<file path="config.mk">
export PLATFORM = sky130hd
export DESIGN_NAME = lcd_bias_power_sequencer
export DESIGN_NICKNAME = d
export VERILOG_FILES = /design/src/design/lcd_bias_seq_pkg.sv /design/src/design/lcd_bias_power_sequencer.sv
export SDC_FILE = /design/constraint.sdc
export NUM_CORES = 1
export LEC_CHECK = 0
export BUFFER_PORTS_ARGS = -buffer_cell sky130_fd_sc_hd__buf_2
export CORE_UTILIZATION = 51
export CTS_CLUSTER_DIAMETER = 200
export DETAILED_ROUTE_END_ITERATION = 10
export MAX_ROUTING_LAYER = met4
export PLACE_DENSITY_LB_ADDON = 0.1
export RECOVER_POWER = 25
export SLEW_MARGIN = 0
export SYNTH_ARGS = -nofsm -noshare
export SYNTH_HDL_FRONTEND = slang
export SYNTH_SLANG_ARGS = --single-unit
</file>
<file path="constraint.sdc">
create_clock -name ref_clk -period 6.9 [get_ports ref_clk]
set_input_delay 1.38 -clock ref_clk [delete_from_list [all_inputs] [get_ports ref_clk]]
set_output_delay 1.38 -clock ref_clk [all_outputs]
set_load 0.02 [all_outputs]
</file>
<file path="src/design/lcd_bias_seq_pkg.sv">
// Constants and state type for the LCD bias power sequencer.
// Assumes a single 250 MHz clock; timer counts stand in for external capacitors.
package lcd_bias_seq_pkg;

  localparam int CLK_MHZ = 250;

  // Source rail check interval after the isolation switch gate goes low.
  localparam int CHECK_TIME_US = 1000;
  localparam int CHECK_CYCLES = CHECK_TIME_US * CLK_MHZ;

  // Soft-start: cycles spent on each step of the positive pump current ramp.
  localparam int SOFT_STEP_CYCLES = 16;

  localparam int CNT_W = 18;
  localparam int TIMER_W = 16;
  localparam int SOFT_W = 8;
  localparam int SOFT_STEP_W = 5;
  localparam int PIN_N = 5;

  // Bit positions of the synchronised pin inputs.
  localparam int PIN_PGOOD = 0;
  localparam int PIN_SRC_OK = 1;
  localparam int PIN_FB_OK = 2;
  localparam int PIN_BOOST_SW = 3;
  localparam int PIN_EXT_EN = 4;

  // Values after reset, and the soft-start full level.
  localparam logic GATE_OFF = 1'b1;
  localparam logic [SOFT_W-1:0] SOFT_RESET = 8'h00;
  localparam logic [SOFT_W-1:0] SOFT_FULL = 8'hff;
  localparam logic [PIN_N-1:0] PIN_RESET = 5'h00;

  typedef enum logic [2:0] {
    ST_BUCK,
    ST_RESET,
    ST_DELAY,
    ST_CHECK,
    ST_RUN,
    ST_FAULT
  } seq_state_t;

endpackage

</file>
<file path="src/design/lcd_bias_power_sequencer.sv">
// Power-up sequencer for an LCD bias supply: buck, reset pulse, negative pump,
// isolation switch, source rail check, boost and positive pump hand-over.
// Assumes converter status inputs are asynchronous pins and the timing counts are static.
//
// How it works
// - Rails come up in order: logic, then gate-low, then gate-high with source.
// - Buck enable rises right after undervoltage lockout clears.
// - Buck power-good starts reset timer; expiry releases reset and enables negative pump.
// - Delay timer starts with negative pump; boost and positive pump wait for it.
// - Delay length is the programmed delay count plus one cycle, no fixed internal delay.
// - Undervoltage lockout drops every supply enable at once, no ordered shutdown.
// - Isolation switch gate goes low once the enable delay follows reset release.
// - One millisecond after gate low, source rail good enables the boost converter.
// - Source rail not good at that check raises error and keeps boost off.
// - Positive pump enters short-circuit mode together with gate going low.
// - Feedback threshold reached in short-circuit mode removes positive pump control current.
// - Boost switching moves the positive pump into normal regulation.
// - Normal regulation ramps the available positive pump current as soft-start.
// - Reset output to the timing controller is open-drain and active low.
// - Reset line is driven low during lockout and after it; it is released the programmed reset count after power-good.
// - Sequencing uses internal timing, or the enable pin in external enable mode; the reset line level is never read.
// - A zero reset count gives an almost zero reset wait.
// - In external enable mode the negative pump waits for the enable level.
`timescale 1ns/100ps
`default_nettype none

module lcd_bias_power_sequencer #(
  parameter int CHECK_CYCLES = lcd_bias_seq_pkg::CHECK_CYCLES
) (
  input  wire logic                                 ref_clk,
  input  wire logic                                 rst_b,
  input  wire logic                                 undervoltage_lockout,
  input  wire logic                                 buck_power_good,
  input  wire logic                                 source_rail_ok,
  input  wire logic                                 pos_pump_feedback,
  input  wire logic                                 boost_switching,
  input  wire logic                                 reset_timing_cap,
  input  wire logic                                 external_enable_mode,
  input  wire logic [lcd_bias_seq_pkg::TIMER_W-1:0] reset_pulse_count,
  input  wire logic [lcd_bias_seq_pkg::TIMER_W-1:0] enable_delay_count,
  input  wire logic                                 tcon_reset_in,
  output logic                                      tcon_reset_out,
  output logic                                      tcon_reset_oe_b,
  output logic                                      buck_enable,
  output logic                                      neg_pump_enable,
  output logic                                      iso_switch_gate,
  output logic                                      pos_pump_short_mode,
  output logic                                      pos_pump_normal,
  output logic                                      pos_pump_ctrl,
  output logic [lcd_bias_seq_pkg::SOFT_W-1:0]       pos_pump_soft_level,
  output logic                                      boost_enable,
  output logic                                      source_error
);

  // Lockout clears the whole sequencer without a clock edge.
  logic seq_rst_b;
  assign seq_rst_b = rst_b & ~undervoltage_lockout;

  // Pin synchronisers: four flops per pin, a change counts once stages two and three agree.
  logic [lcd_bias_seq_pkg::PIN_N-1:0] pin_raw;
  logic [lcd_bias_seq_pkg::PIN_N-1:0] sync1;
  logic [lcd_bias_seq_pkg::PIN_N-1:0] sync2;
  logic [lcd_bias_seq_pkg::PIN_N-1:0] sync3;
  logic [lcd_bias_seq_pkg::PIN_N-1:0] pin;
  logic [lcd_bias_seq_pkg::PIN_N-1:0] next_pin;

  assign pin_raw = {reset_timing_cap, boost_switching, pos_pump_feedback,
                    source_rail_ok, buck_power_good};

  genvar gi;
  generate
    for (gi = 0; gi < lcd_bias_seq_pkg::PIN_N; gi++) begin : g_pin
      always_comb begin
        next_pin[gi] = (sync2[gi] == sync3[gi]) ? sync3[gi] : pin[gi];
      end
      // Lockout clears the chain too, so a stale power-good cannot skip the buck step.
      always_ff @(posedge ref_clk or negedge seq_rst_b) begin
        if (!seq_rst_b) begin
          sync1[gi] <= lcd_bias_seq_pkg::PIN_RESET[gi];
          sync2[gi] <= lcd_bias_seq_pkg::PIN_RESET[gi];
          sync3[gi] <= lcd_bias_seq_pkg::PIN_RESET[gi];
          pin[gi]   <= lcd_bias_seq_pkg::PIN_RESET[gi];
        end else begin
          sync1[gi] <= pin_raw[gi];
          sync2[gi] <= sync1[gi];
          sync3[gi] <= sync2[gi];
          pin[gi]   <= next_pin[gi];
        end
      end
    end
  endgenerate

  lcd_bias_seq_pkg::seq_state_t state;
  lcd_bias_seq_pkg::seq_state_t next_state;
  logic [lcd_bias_seq_pkg::CNT_W-1:0]       cnt;
  logic [lcd_bias_seq_pkg::CNT_W-1:0]       next_cnt;
  logic [lcd_bias_seq_pkg::SOFT_STEP_W-1:0] soft_cnt;
  logic [lcd_bias_seq_pkg::SOFT_STEP_W-1:0] next_soft_cnt;
  logic                                     fb_reached;
  logic                                     next_fb_reached;
  logic next_buck_enable;
  logic next_neg_pump_enable;
  logic next_iso_switch_gate;
  logic next_short_mode;
  logic next_normal;
  logic next_ctrl;
  logic [lcd_bias_seq_pkg::SOFT_W-1:0] next_soft_level;
  logic next_boost_enable;
  logic next_source_error;
  logic next_reset_oe_b;
  logic reset_done;
  logic delay_done;
  logic check_done;

  // A zero count ends the reset wait on the first counted cycle.
  assign reset_done = external_enable_mode ? pin[lcd_bias_seq_pkg::PIN_EXT_EN]
                    : (cnt >= {2'b00, reset_pulse_count});
  assign delay_done = (cnt >= {2'b00, enable_delay_count});
  assign check_done = (cnt == lcd_bias_seq_pkg::CNT_W'(CHECK_CYCLES - 1));

  always_comb begin
    next_state           = state;
    next_cnt             = cnt + 1'b1;
    next_buck_enable     = 1'b1;
    next_neg_pump_enable = neg_pump_enable;
    next_iso_switch_gate = iso_switch_gate;
    next_short_mode      = pos_pump_short_mode;
    next_normal          = pos_pump_normal;
    next_boost_enable    = boost_enable;
    next_source_error    = source_error;
    next_reset_oe_b      = tcon_reset_oe_b;
    unique case (state)
      lcd_bias_seq_pkg::ST_BUCK: begin
        next_cnt = '0;
        if (pin[lcd_bias_seq_pkg::PIN_PGOOD]) begin
          next_state = lcd_bias_seq_pkg::ST_RESET;
        end
      end
      lcd_bias_seq_pkg::ST_RESET: begin
        if (reset_done) begin
          next_state           = lcd_bias_seq_pkg::ST_DELAY;
          next_cnt             = '0;
          next_neg_pump_enable = 1'b1;
          next_reset_oe_b      = 1'b1;
        end
      end
      lcd_bias_seq_pkg::ST_DELAY: begin
        if (delay_done) begin
          next_state           = lcd_bias_seq_pkg::ST_CHECK;
          next_cnt             = '0;
          next_iso_switch_gate = 1'b0;
          next_short_mode      = 1'b1;
        end
      end
      lcd_bias_seq_pkg::ST_CHECK: begin
        if (check_done) begin
          next_cnt = '0;
          if (pin[lcd_bias_seq_pkg::PIN_SRC_OK]) begin
            next_state        = lcd_bias_seq_pkg::ST_RUN;
            next_boost_enable = 1'b1;
          end else begin
            next_state        = lcd_bias_seq_pkg::ST_FAULT;
            next_source_error = 1'b1;
          end
        end
      end
      lcd_bias_seq_pkg::ST_RUN: begin
        next_cnt = '0;
        if (pin[lcd_bias_seq_pkg::PIN_BOOST_SW]) begin
          next_short_mode = 1'b0;
          next_normal     = 1'b1;
        end
      end
      lcd_bias_seq_pkg::ST_FAULT: begin
        next_cnt = '0;
      end
    endcase
  end

  // Positive pump current: cut once feedback shows no short, ramped in normal mode.
  always_comb begin
    next_fb_reached = fb_reached;
    if (pos_pump_short_mode && pin[lcd_bias_seq_pkg::PIN_FB_OK]) begin
      next_fb_reached = 1'b1;
    end
    next_ctrl = (next_short_mode && !next_fb_reached) || next_normal;
    next_soft_cnt   = soft_cnt;
    next_soft_level = pos_pump_soft_level;
    if (pos_pump_normal && pos_pump_soft_level != lcd_bias_seq_pkg::SOFT_FULL) begin
      if (soft_cnt == lcd_bias_seq_pkg::SOFT_STEP_W'(lcd_bias_seq_pkg::SOFT_STEP_CYCLES - 1)) begin
        next_soft_cnt   = '0;
        next_soft_level = pos_pump_soft_level + 1'b1;
      end else begin
        next_soft_cnt = soft_cnt + 1'b1;
      end
    end
  end

  always_ff @(posedge ref_clk or negedge seq_rst_b) begin
    if (!seq_rst_b) begin
      state               <= lcd_bias_seq_pkg::ST_BUCK;
      cnt                 <= '0;
      soft_cnt            <= '0;
      fb_reached          <= 1'b0;
      buck_enable         <= 1'b0;
      neg_pump_enable     <= 1'b0;
      iso_switch_gate     <= lcd_bias_seq_pkg::GATE_OFF;
      pos_pump_short_mode <= 1'b0;
      pos_pump_normal     <= 1'b0;
      pos_pump_ctrl       <= 1'b0;
      pos_pump_soft_level <= lcd_bias_seq_pkg::SOFT_RESET;
      boost_enable        <= 1'b0;
      source_error        <= 1'b0;
      tcon_reset_oe_b     <= 1'b0;
      tcon_reset_out      <= 1'b0;
    end else begin
      state               <= next_state;
      cnt                 <= next_cnt;
      soft_cnt            <= next_soft_cnt;
      fb_reached          <= next_fb_reached;
      buck_enable         <= next_buck_enable;
      neg_pump_enable     <= next_neg_pump_enable;
      iso_switch_gate     <= next_iso_switch_gate;
      pos_pump_short_mode <= next_short_mode;
      pos_pump_normal     <= next_normal;
      pos_pump_ctrl       <= next_ctrl;
      pos_pump_soft_level <= next_soft_level;
      boost_enable        <= next_boost_enable;
      source_error        <= next_source_error;
      tcon_reset_oe_b     <= next_reset_oe_b;
      tcon_reset_out      <= 1'b0;
    end
  end

  // Checks.
  a_buck_first: assert property (@(posedge ref_clk) disable iff (!seq_rst_b)
    neg_pump_enable |-> buck_enable) else $error("negative pump on before buck");

  a_gate_order: assert property (@(posedge ref_clk) disable iff (!seq_rst_b)
    !iso_switch_gate |-> neg_pump_enable) else $error("gate low before negative pump");

  a_buck_on: assert property (@(posedge ref_clk) disable iff (!seq_rst_b)
    !buck_enable |=> buck_enable) else $error("buck not enabled after lockout");

  a_reset_pulse: assert property (@(posedge ref_clk) disable iff (!seq_rst_b)
    $rose(neg_pump_enable) |-> $rose(tcon_reset_oe_b)) else $error("reset and pump split");

  a_delay_len: assert property (@(posedge ref_clk) disable iff (!seq_rst_b)
    ($rose(neg_pump_enable) && enable_delay_count == 16'h0003)
      |-> iso_switch_gate [*4] ##1 !iso_switch_gate) else $error("delay length wrong");

  a_short_mode: assert property (@(posedge ref_clk) disable iff (!seq_rst_b)
    $fell(iso_switch_gate) |-> $rose(pos_pump_short_mode)) else $error("short mode late");

  a_boost_gate: assert property (@(posedge ref_clk) disable iff (!seq_rst_b)
    $rose(boost_enable) |-> !iso_switch_gate && $past(pin[lcd_bias_seq_pkg::PIN_SRC_OK]))
    else $error("boost enabled without source check");

  a_error_hold: assert property (@(posedge ref_clk) disable iff (!seq_rst_b)
    source_error |-> !boost_enable ##1 source_error) else $error("error lost or boost on");

  a_fb_cut: assert property (@(posedge ref_clk) disable iff (!seq_rst_b)
    (pos_pump_short_mode && fb_reached && !pos_pump_normal) |-> !pos_pump_ctrl)
    else $error("pump current on after feedback threshold");

  a_soft_ramp: assert property (@(posedge ref_clk) disable iff (!seq_rst_b)
    !pos_pump_normal |-> pos_pump_soft_level == lcd_bias_seq_pkg::SOFT_RESET)
    else $error("soft-start ramped outside normal mode");

  a_normal_ctrl: assert property (@(posedge ref_clk) disable iff (!seq_rst_b)
    pos_pump_normal |-> pos_pump_ctrl && !pos_pump_short_mode)
    else $error("normal mode without pump current");

  a_ext_wait: assert property (@(posedge ref_clk) disable iff (!seq_rst_b)
    (external_enable_mode && state == lcd_bias_seq_pkg::ST_RESET
      && !pin[lcd_bias_seq_pkg::PIN_EXT_EN]) |=> !neg_pump_enable)
    else $error("negative pump on before external enable");

  a_soft_step: assert property (@(posedge ref_clk) disable iff (!seq_rst_b)
    (pos_pump_normal && $changed(pos_pump_soft_level))
      |-> pos_pump_soft_level == $past(pos_pump_soft_level) + 8'h01)
    else $error("soft-start level jumped");

  a_error_gate: assert property (@(posedge ref_clk) disable iff (!seq_rst_b)
    $rose(source_error) |-> !$past(pin[lcd_bias_seq_pkg::PIN_SRC_OK]) && !boost_enable)
    else $error("error raised with source rail good");

  // Main scenarios: hand-over, source fault, external enable, long reset, reset line held low.
  c_full_run: cover property (@(posedge ref_clk) disable iff (!seq_rst_b)
    $rose(pos_pump_normal));
  c_fault: cover property (@(posedge ref_clk) disable iff (!seq_rst_b)
    $rose(source_error));
  c_ext_enable: cover property (@(posedge ref_clk) disable iff (!seq_rst_b)
    external_enable_mode && $rose(neg_pump_enable) && !tcon_reset_in);
  c_long_reset: cover property (@(posedge ref_clk) disable iff (!seq_rst_b)
    $rose(neg_pump_enable) && reset_pulse_count != 16'h0000);
  c_held_low: cover property (@(posedge ref_clk) disable iff (!seq_rst_b)
    $rose(boost_enable) && !tcon_reset_in);

endmodule // lcd_bias_power_sequencer

`default_nettype wire

</file>
After elaboration in Yosys (flattened, before gate mapping)

Index checks and enable logic that the tools add are counted.

$lt $le $gt $ge: 2
Bitwise operators: 3
Multiplexer cells: 18
$add $sub $neg: 3
Divide/modulo/power cells: 0
$mul: 0
Shifts and indexed selects: 0
Reduce and logical (&&, ||, !) cells: 14
Equal/unequal tests: 17

Operators by type and width:

| operator                | count |
|---|---|
| $pmux W18 S4            | 1 |
| $mux W18                | 3 |
| $ge A18 B16 Y1          | 2 |
| $add A18 B1 Y18 const B | 1 |
| $eq A18 B18 Y1 const B  | 1 |
| $mux W3                 | 4 |
| $pmux W3 S4             | 1 |
| $add A8 B1 Y8 const B   | 1 |
| $ne A2 B2 Y1 const B    | 4 |
| $ne A8 B8 Y1 const B    | 1 |
| $mux W1                 | 7 |
| $eq A3 B2 Y1 const B    | 2 |
| $eq A3 B3 Y1 const B    | 2 |
| $reduce_and A2 Y1       | 3 |
| $reduce_and A3 Y1       | 2 |
| $add A5 B1 Y5 const B   | 1 |
| $eq A1 B1 Y1            | 5 |
| $eq A5 B4 Y1 const B    | 1 |
| $mux W5                 | 1 |
| $reduce_and A5 Y1       | 1 |
| $reduce_bool A4 Y1      | 1 |
| $eq A3 B1 Y1 const B    | 1 |
| $logic_and A1 B1 Y1     | 3 |
| $logic_not A3 Y1        | 1 |
| 6 further kinds         | 7 |

Bits in latches: 0
ROM bits: 0
Memories: 0
Logic and storage cells: 90
Bits of input ports: 42
Bits in writable memories: 0
Output and inout bits: 18
Flip-flop bits (word level): 63

Longest topological paths before layout

Word-level depth: 5
Mapped depth: 10

Worst setup path before layout

Ideal clock, no wire load.

Kind: input to register
Start point: input port enable_delay_count[14] (netlist name)
End point: register cnt[11] (netlist name)
Setup slack: 3.669 ns
Arrival time: 3.151 ns
Required time: 6.820 ns
Stages on the path: 10
Buffers on the path: 2
Cell sequence: inv_1 -> ha_1 -> a21o_1 -> a2111oi_4 -> o221ai_2 -> a21o_1 -> o211a_1 -> buf_6 -> buf_12 -> nor3_2

Longest elaborated chain between the ends: 3

Ends and longest elaborated chain:

| what                  | RTL line                        | text |
|---|---|---|
| start, declared       | lcd_bias_power_sequencer.sv:40  | `input wire logic [lcd_bias_seq_pkg::TIMER_W-1:0] enable_delay_count,` |
| $ge A18 B16 Y1        | lcd_bias_power_sequencer.sv:118 | `assign delay_done = (cnt >= {2'b00, enable_delay_count});` |
| $mux W18              | lcd_bias_power_sequencer.sv:148 | `if (delay_done) begin` |
| $pmux W18 S4          | lcd_bias_power_sequencer.sv:132 | `unique case (state)` |
| via next_cnt, one bit | lcd_bias_power_sequencer.sv:96  | `logic [lcd_bias_seq_pkg::CNT_W-1:0] next_cnt;` |
| end signal, assigned  | lcd_bias_power_sequencer.sv:218 | `cnt <= next_cnt;` |
| end, declared         | lcd_bias_power_sequencer.sv:95  | `logic [lcd_bias_seq_pkg::CNT_W-1:0] cnt;` |

The timed path passes the listed nets, and every way through them passes these cells.
A chain may end at the register's enable or synchronous reset.

==> flow_summary.json <==
{
  "hold_buffers": 0,
  "grt_max_degree": 64,
  "power.share.combinational": 0.062,
  "post_synth_mux_area_share": 0.00655,
  "timing.setup.tns_ns": 0,
  "use_met3": 0.0554,
  "setup_slack_ns": 2.75,
  "yosys.area.top_type": "sky130_fd_sc_hd__dfrtp_1",
  "timing.final.setup_violations": 0,
  "power_switching_share": 0.233,
  "postSynthNetCount": 409,
  "average_vias_per_placed_instance": 5.24,
  "detailedRoute.firstIterationViolations": 108,
  "gr-usage-met1": 0.258,
  "ys_async_sr_fraction": 1.00,
  "min_path_type": "reg2reg",
  "clk_latency_ns": 0.33,
  "netlist_top_cells_count": "sky130_fd_sc_hd__dfrtp_1, sky130_fd_sc_hd__inv_1, sky130_fd_sc_hd__ha_1, sky130_fd_sc_hd__nand2_1, sky130_fd_sc_hd__nor2_1",
  "synth-edff-count": 0,
  "post_synth_xor_area_fraction": 0.0611,
  "detailedRoute.firstPassIterationCount": 7,
  "cts_resized": 0,
  "post-route-period-util": 0.602,
  "synth_top_area_share": 0.451,
  "arithmetic_cell_share_of_the_synthesized_area_counting_full_adders_half_adders_and_majority_gates": 0.142,
  "p_int_uw": 525,
  "num_antenna_cells": 0,
  "post_syn_area_per_cell_um2": 10.4,
  "ant_nets": 0,
  "grt_overflow": 0,
  "synth_top_cells_by_area": "sky130_fd_sc_hd__dfrtp_1, sky130_fd_sc_hd__ha_1, sky130_fd_sc_hd__inv_1, sky130_fd_sc_hd__xor2_1, sky130_fd_sc_hd__nor3_2",
  "syn-cell-area_um2": 3440,
  "cp_cell_sequence": "buf_2 > nor2b_1 > clkbuf_1",
  "postRouteWirelength_mm": 6.24,
  "startpoint": "undervoltage_lockout",
  "multiInputGateArea_um2": 1670,
  "die_area_um2": 7070,
  "power_frac_clock": 0.379,
  "fillers": 561,
  "cts_tree": "built",
  "chipWidth_um": 84.1,
  "detailedPlacementHpwl_mm": 4.60,
  "p_sw_uw": 160,
  "global_route_wire_length_before_repair_mm": 11.3,
  "ratio_of_cells_with_drive_above_1_in_the_final_layout": 0.222,
  "power_uw": 684,
  "yosysWarnings": 0,
  "outcome": "complete, but fails checks",
  "maxCapViolations": 1,
  "holdWs_ns": 0.349,
  "row_count": 29,
  "dieHeight_um": 84.1,
  "setup.worst_path.end_class": "async pin",
  "complex_gate_fraction_of_the_synthesized_area": 0.0939,
  "placement.setup.worst_slack_ns": 3.13,
  "ys_ff_latch": 63,
  "ys.flop_type": "sky130_fd_sc_hd__dfrtp_1",
  "routabilityCongestion": 0.766,
  "num_io_pins": 60,
  "core_um2": 6420,
  "floorplan.initialDensity": 0.535,
  "placement.io_buffers": 57,
  "post_cts.repair.setup_buffers": 0,
  "power_density_nw_per_um2": 174,
  "grt_most_used_layer": "met2",
  "clockBufferDepth": 2,
  "power_frac_seq": 0.559,
  "clock_skew_ns": 0.00648,
  "wire_per_inst_um": 13.0,
  "critical_path_max_stage_delay_ns": 2.28,
  "timing_max_transition_violations_final": 64,
  "cts_inserted_buffers": 9,
  "synth_cell_type_count": 48,
  "max_freq_ghz": 0.241,
  "static-leakage-power_nw": 2.13,
  "crit_type": "in2async",
  "syn_inst": 332,
  "vias": 2504,
  "critPathRequiredTime_ns": 6.62,
  "critPathLaunchType": "input port",
  "seq_area_um2": 1580,
  "grt.met2_usage": 0.342,
  "synth_simple_gate_area_share": 0.180,
  "arrival_ns": 3.87,
  "clock_sink_count": 63,
  "worstMarginPinSlew_ns": 3.22,
  "cp_slowest_cell": "sky130_fd_sc_hd__clkbuf_1",
  "yosys.cell_count.top_type": "sky130_fd_sc_hd__dfrtp_1",
  "grt_antenna_before_repair": 0,
  "root_buffer": "sky130_fd_sc_hd__clkbuf_8",
  "clk_pin_slew_ns": 0.06,
  "violations": "DRC, capacitance limit, slew limit",
  "irDropWorstVdd_mv": 0.160,
  "max_slew_margin": -1.15,
  "nNetsFinal": 473,
  "rsz_0062_raised_after_global_routing": "no",
  "post-route-min-period_ns": 4.15,
  "hold_path_startpoint": "sync1[4]",
  "synthToLayoutAreaGrowth_pct": 14.3,
  "seq_area_frac_synth": 0.459,
  "drcViolationCount": 9,
  "worstPathMaxFanout": 63,
  "ctsHtreeMaxLevel": 3,
  "number_of_global_route_vias_before_repair": 2570,
  "combinational_family_with_the_most_area_after_synthesis": "simple AND/OR/NAND/NOR gates",
  "hold_viol": 0,
  "reg2reg_from": "cnt[11]",
  "groute.usage.overall": 0.208
}
## flip-flops by register name, summed over array words and instances (netlist names), 3 cells and up
name	count
pos_pump_soft_level	8
sync3	5
soft_cnt	5
sync1	5
pin	5
state	3
cnt	18
sync2	5
## per-stage QoR
| stage | instance area (um2) | std cells | utilization |
|---|---|---|---|
| 2_1_floorplan | 3440 | 332 | - |
| 3_3_place_gp | 3790 | 462 | 0.590 |
| 3_5_place_dp | 3790 | 462 | 0.590 |
| 4_1_cts | 3950 | 478 | 0.614 |
| 5_1_grt | 3930 | 478 | 0.612 |
| 6_report | 3930 | 478 | 0.612 |
## routing by layer
| layer | routed length (um) | share of wire |
|---|---|---|
| met1 | 3050 | 0.49 |
| met2 | 2930 | 0.47 |
| met3 | 200 | 0.032 |
| met4 | 50 | 0.0080 |
| met5 | 0 | 0 |
## layout by cell type (no fill, tap or decap), types with 2 or more instances in the layout
master and instances:
sky130_fd_sc_hd__and4_1 3, sky130_fd_sc_hd__and2_1 2, sky130_fd_sc_hd__conb_1 2, sky130_fd_sc_hd__o21ai_0 8, sky130_fd_sc_hd__a21o_1 8, sky130_fd_sc_hd__mux2_2 2
sky130_fd_sc_hd__a21oi_1 14, sky130_fd_sc_hd__or4_1 2, sky130_fd_sc_hd__nand4_1 5, sky130_fd_sc_hd__xnor2_1 10, sky130_fd_sc_hd__or2_2 2, sky130_fd_sc_hd__o211ai_1 2
sky130_fd_sc_hd__nor3_1 17, sky130_fd_sc_hd__inv_1 36, sky130_fd_sc_hd__xor2_1 14, sky130_fd_sc_hd__o21a_1 2, sky130_fd_sc_hd__o31ai_1 2, sky130_fd_sc_hd__clkbuf_8 9
sky130_fd_sc_hd__clkbuf_1 3, sky130_fd_sc_hd__maj3_1 5, sky130_fd_sc_hd__clkinv_2 4, sky130_fd_sc_hd__nand3_1 17, sky130_fd_sc_hd__nor4_1 2, sky130_fd_sc_hd__nand2b_1 5
sky130_fd_sc_hd__nor3_2 10, sky130_fd_sc_hd__nor2_1 19, sky130_fd_sc_hd__buf_2 57, sky130_fd_sc_hd__nand2_1 24, sky130_fd_sc_hd__dfrtp_1 62, sky130_fd_sc_hd__ha_1 35
## final cells by class
cell class / count / share of cell area
multi-input combinational: 227 / 0.424
sequential: 63 / 0.401
timing repair buffer: 59 / 0.0755
inverter: 36 / 0.0344
clock buffer: 11 / 0.0334
tap: 77 / 0.0245
clock inverter: 5 / 0.00700
## final timing paths
| kind | depth (start not counted) | to | slack [ns] |
|---|---|---|---|
| min in group asynchronous | 3 | cnt[2] | 2.34 |
| setup / recovery | 3 | pin[3] | 2.75 |
| hold / removal | 0 | sync2[4] | 0.35 |
| hold reg to reg | 0 | sync2[4] | 0.35 |
| max in group ref_clk | 9 | cnt[17] | 3.48 |
| setup reg to reg | 7 | cnt[17] | 4.14 |
## power by group through the flow
stage	Clock, mW	Combinational, mW	Sequential [mW]
floorplan	0	0.0256	0.388
global placement	0	0.0421	0.389
detailed placement	0	0.0442	0.389
CTS	0.269	0.0445	0.382
global route	0.284	0.0500	0.383
finish	0.259	0.0427	0.383
## kinds of logic after synthesis
logic type / count (synthesis)
flip-flops: 63
AO/OA/AOI/OAI: 45
other: 2
XOR/XNOR: 24
adder cells (fa/ha/maj): 40
buffers and inverters: 42
AND/OR/NAND/NOR: 114
multiplexers: 2
## worst max-delay path, delay by kind of cell
family        cells  cell delay, ns
buf+inv           2            2.37
simple gates      1            0.09
Note: power is estimated with default switching activity, not from simulation.
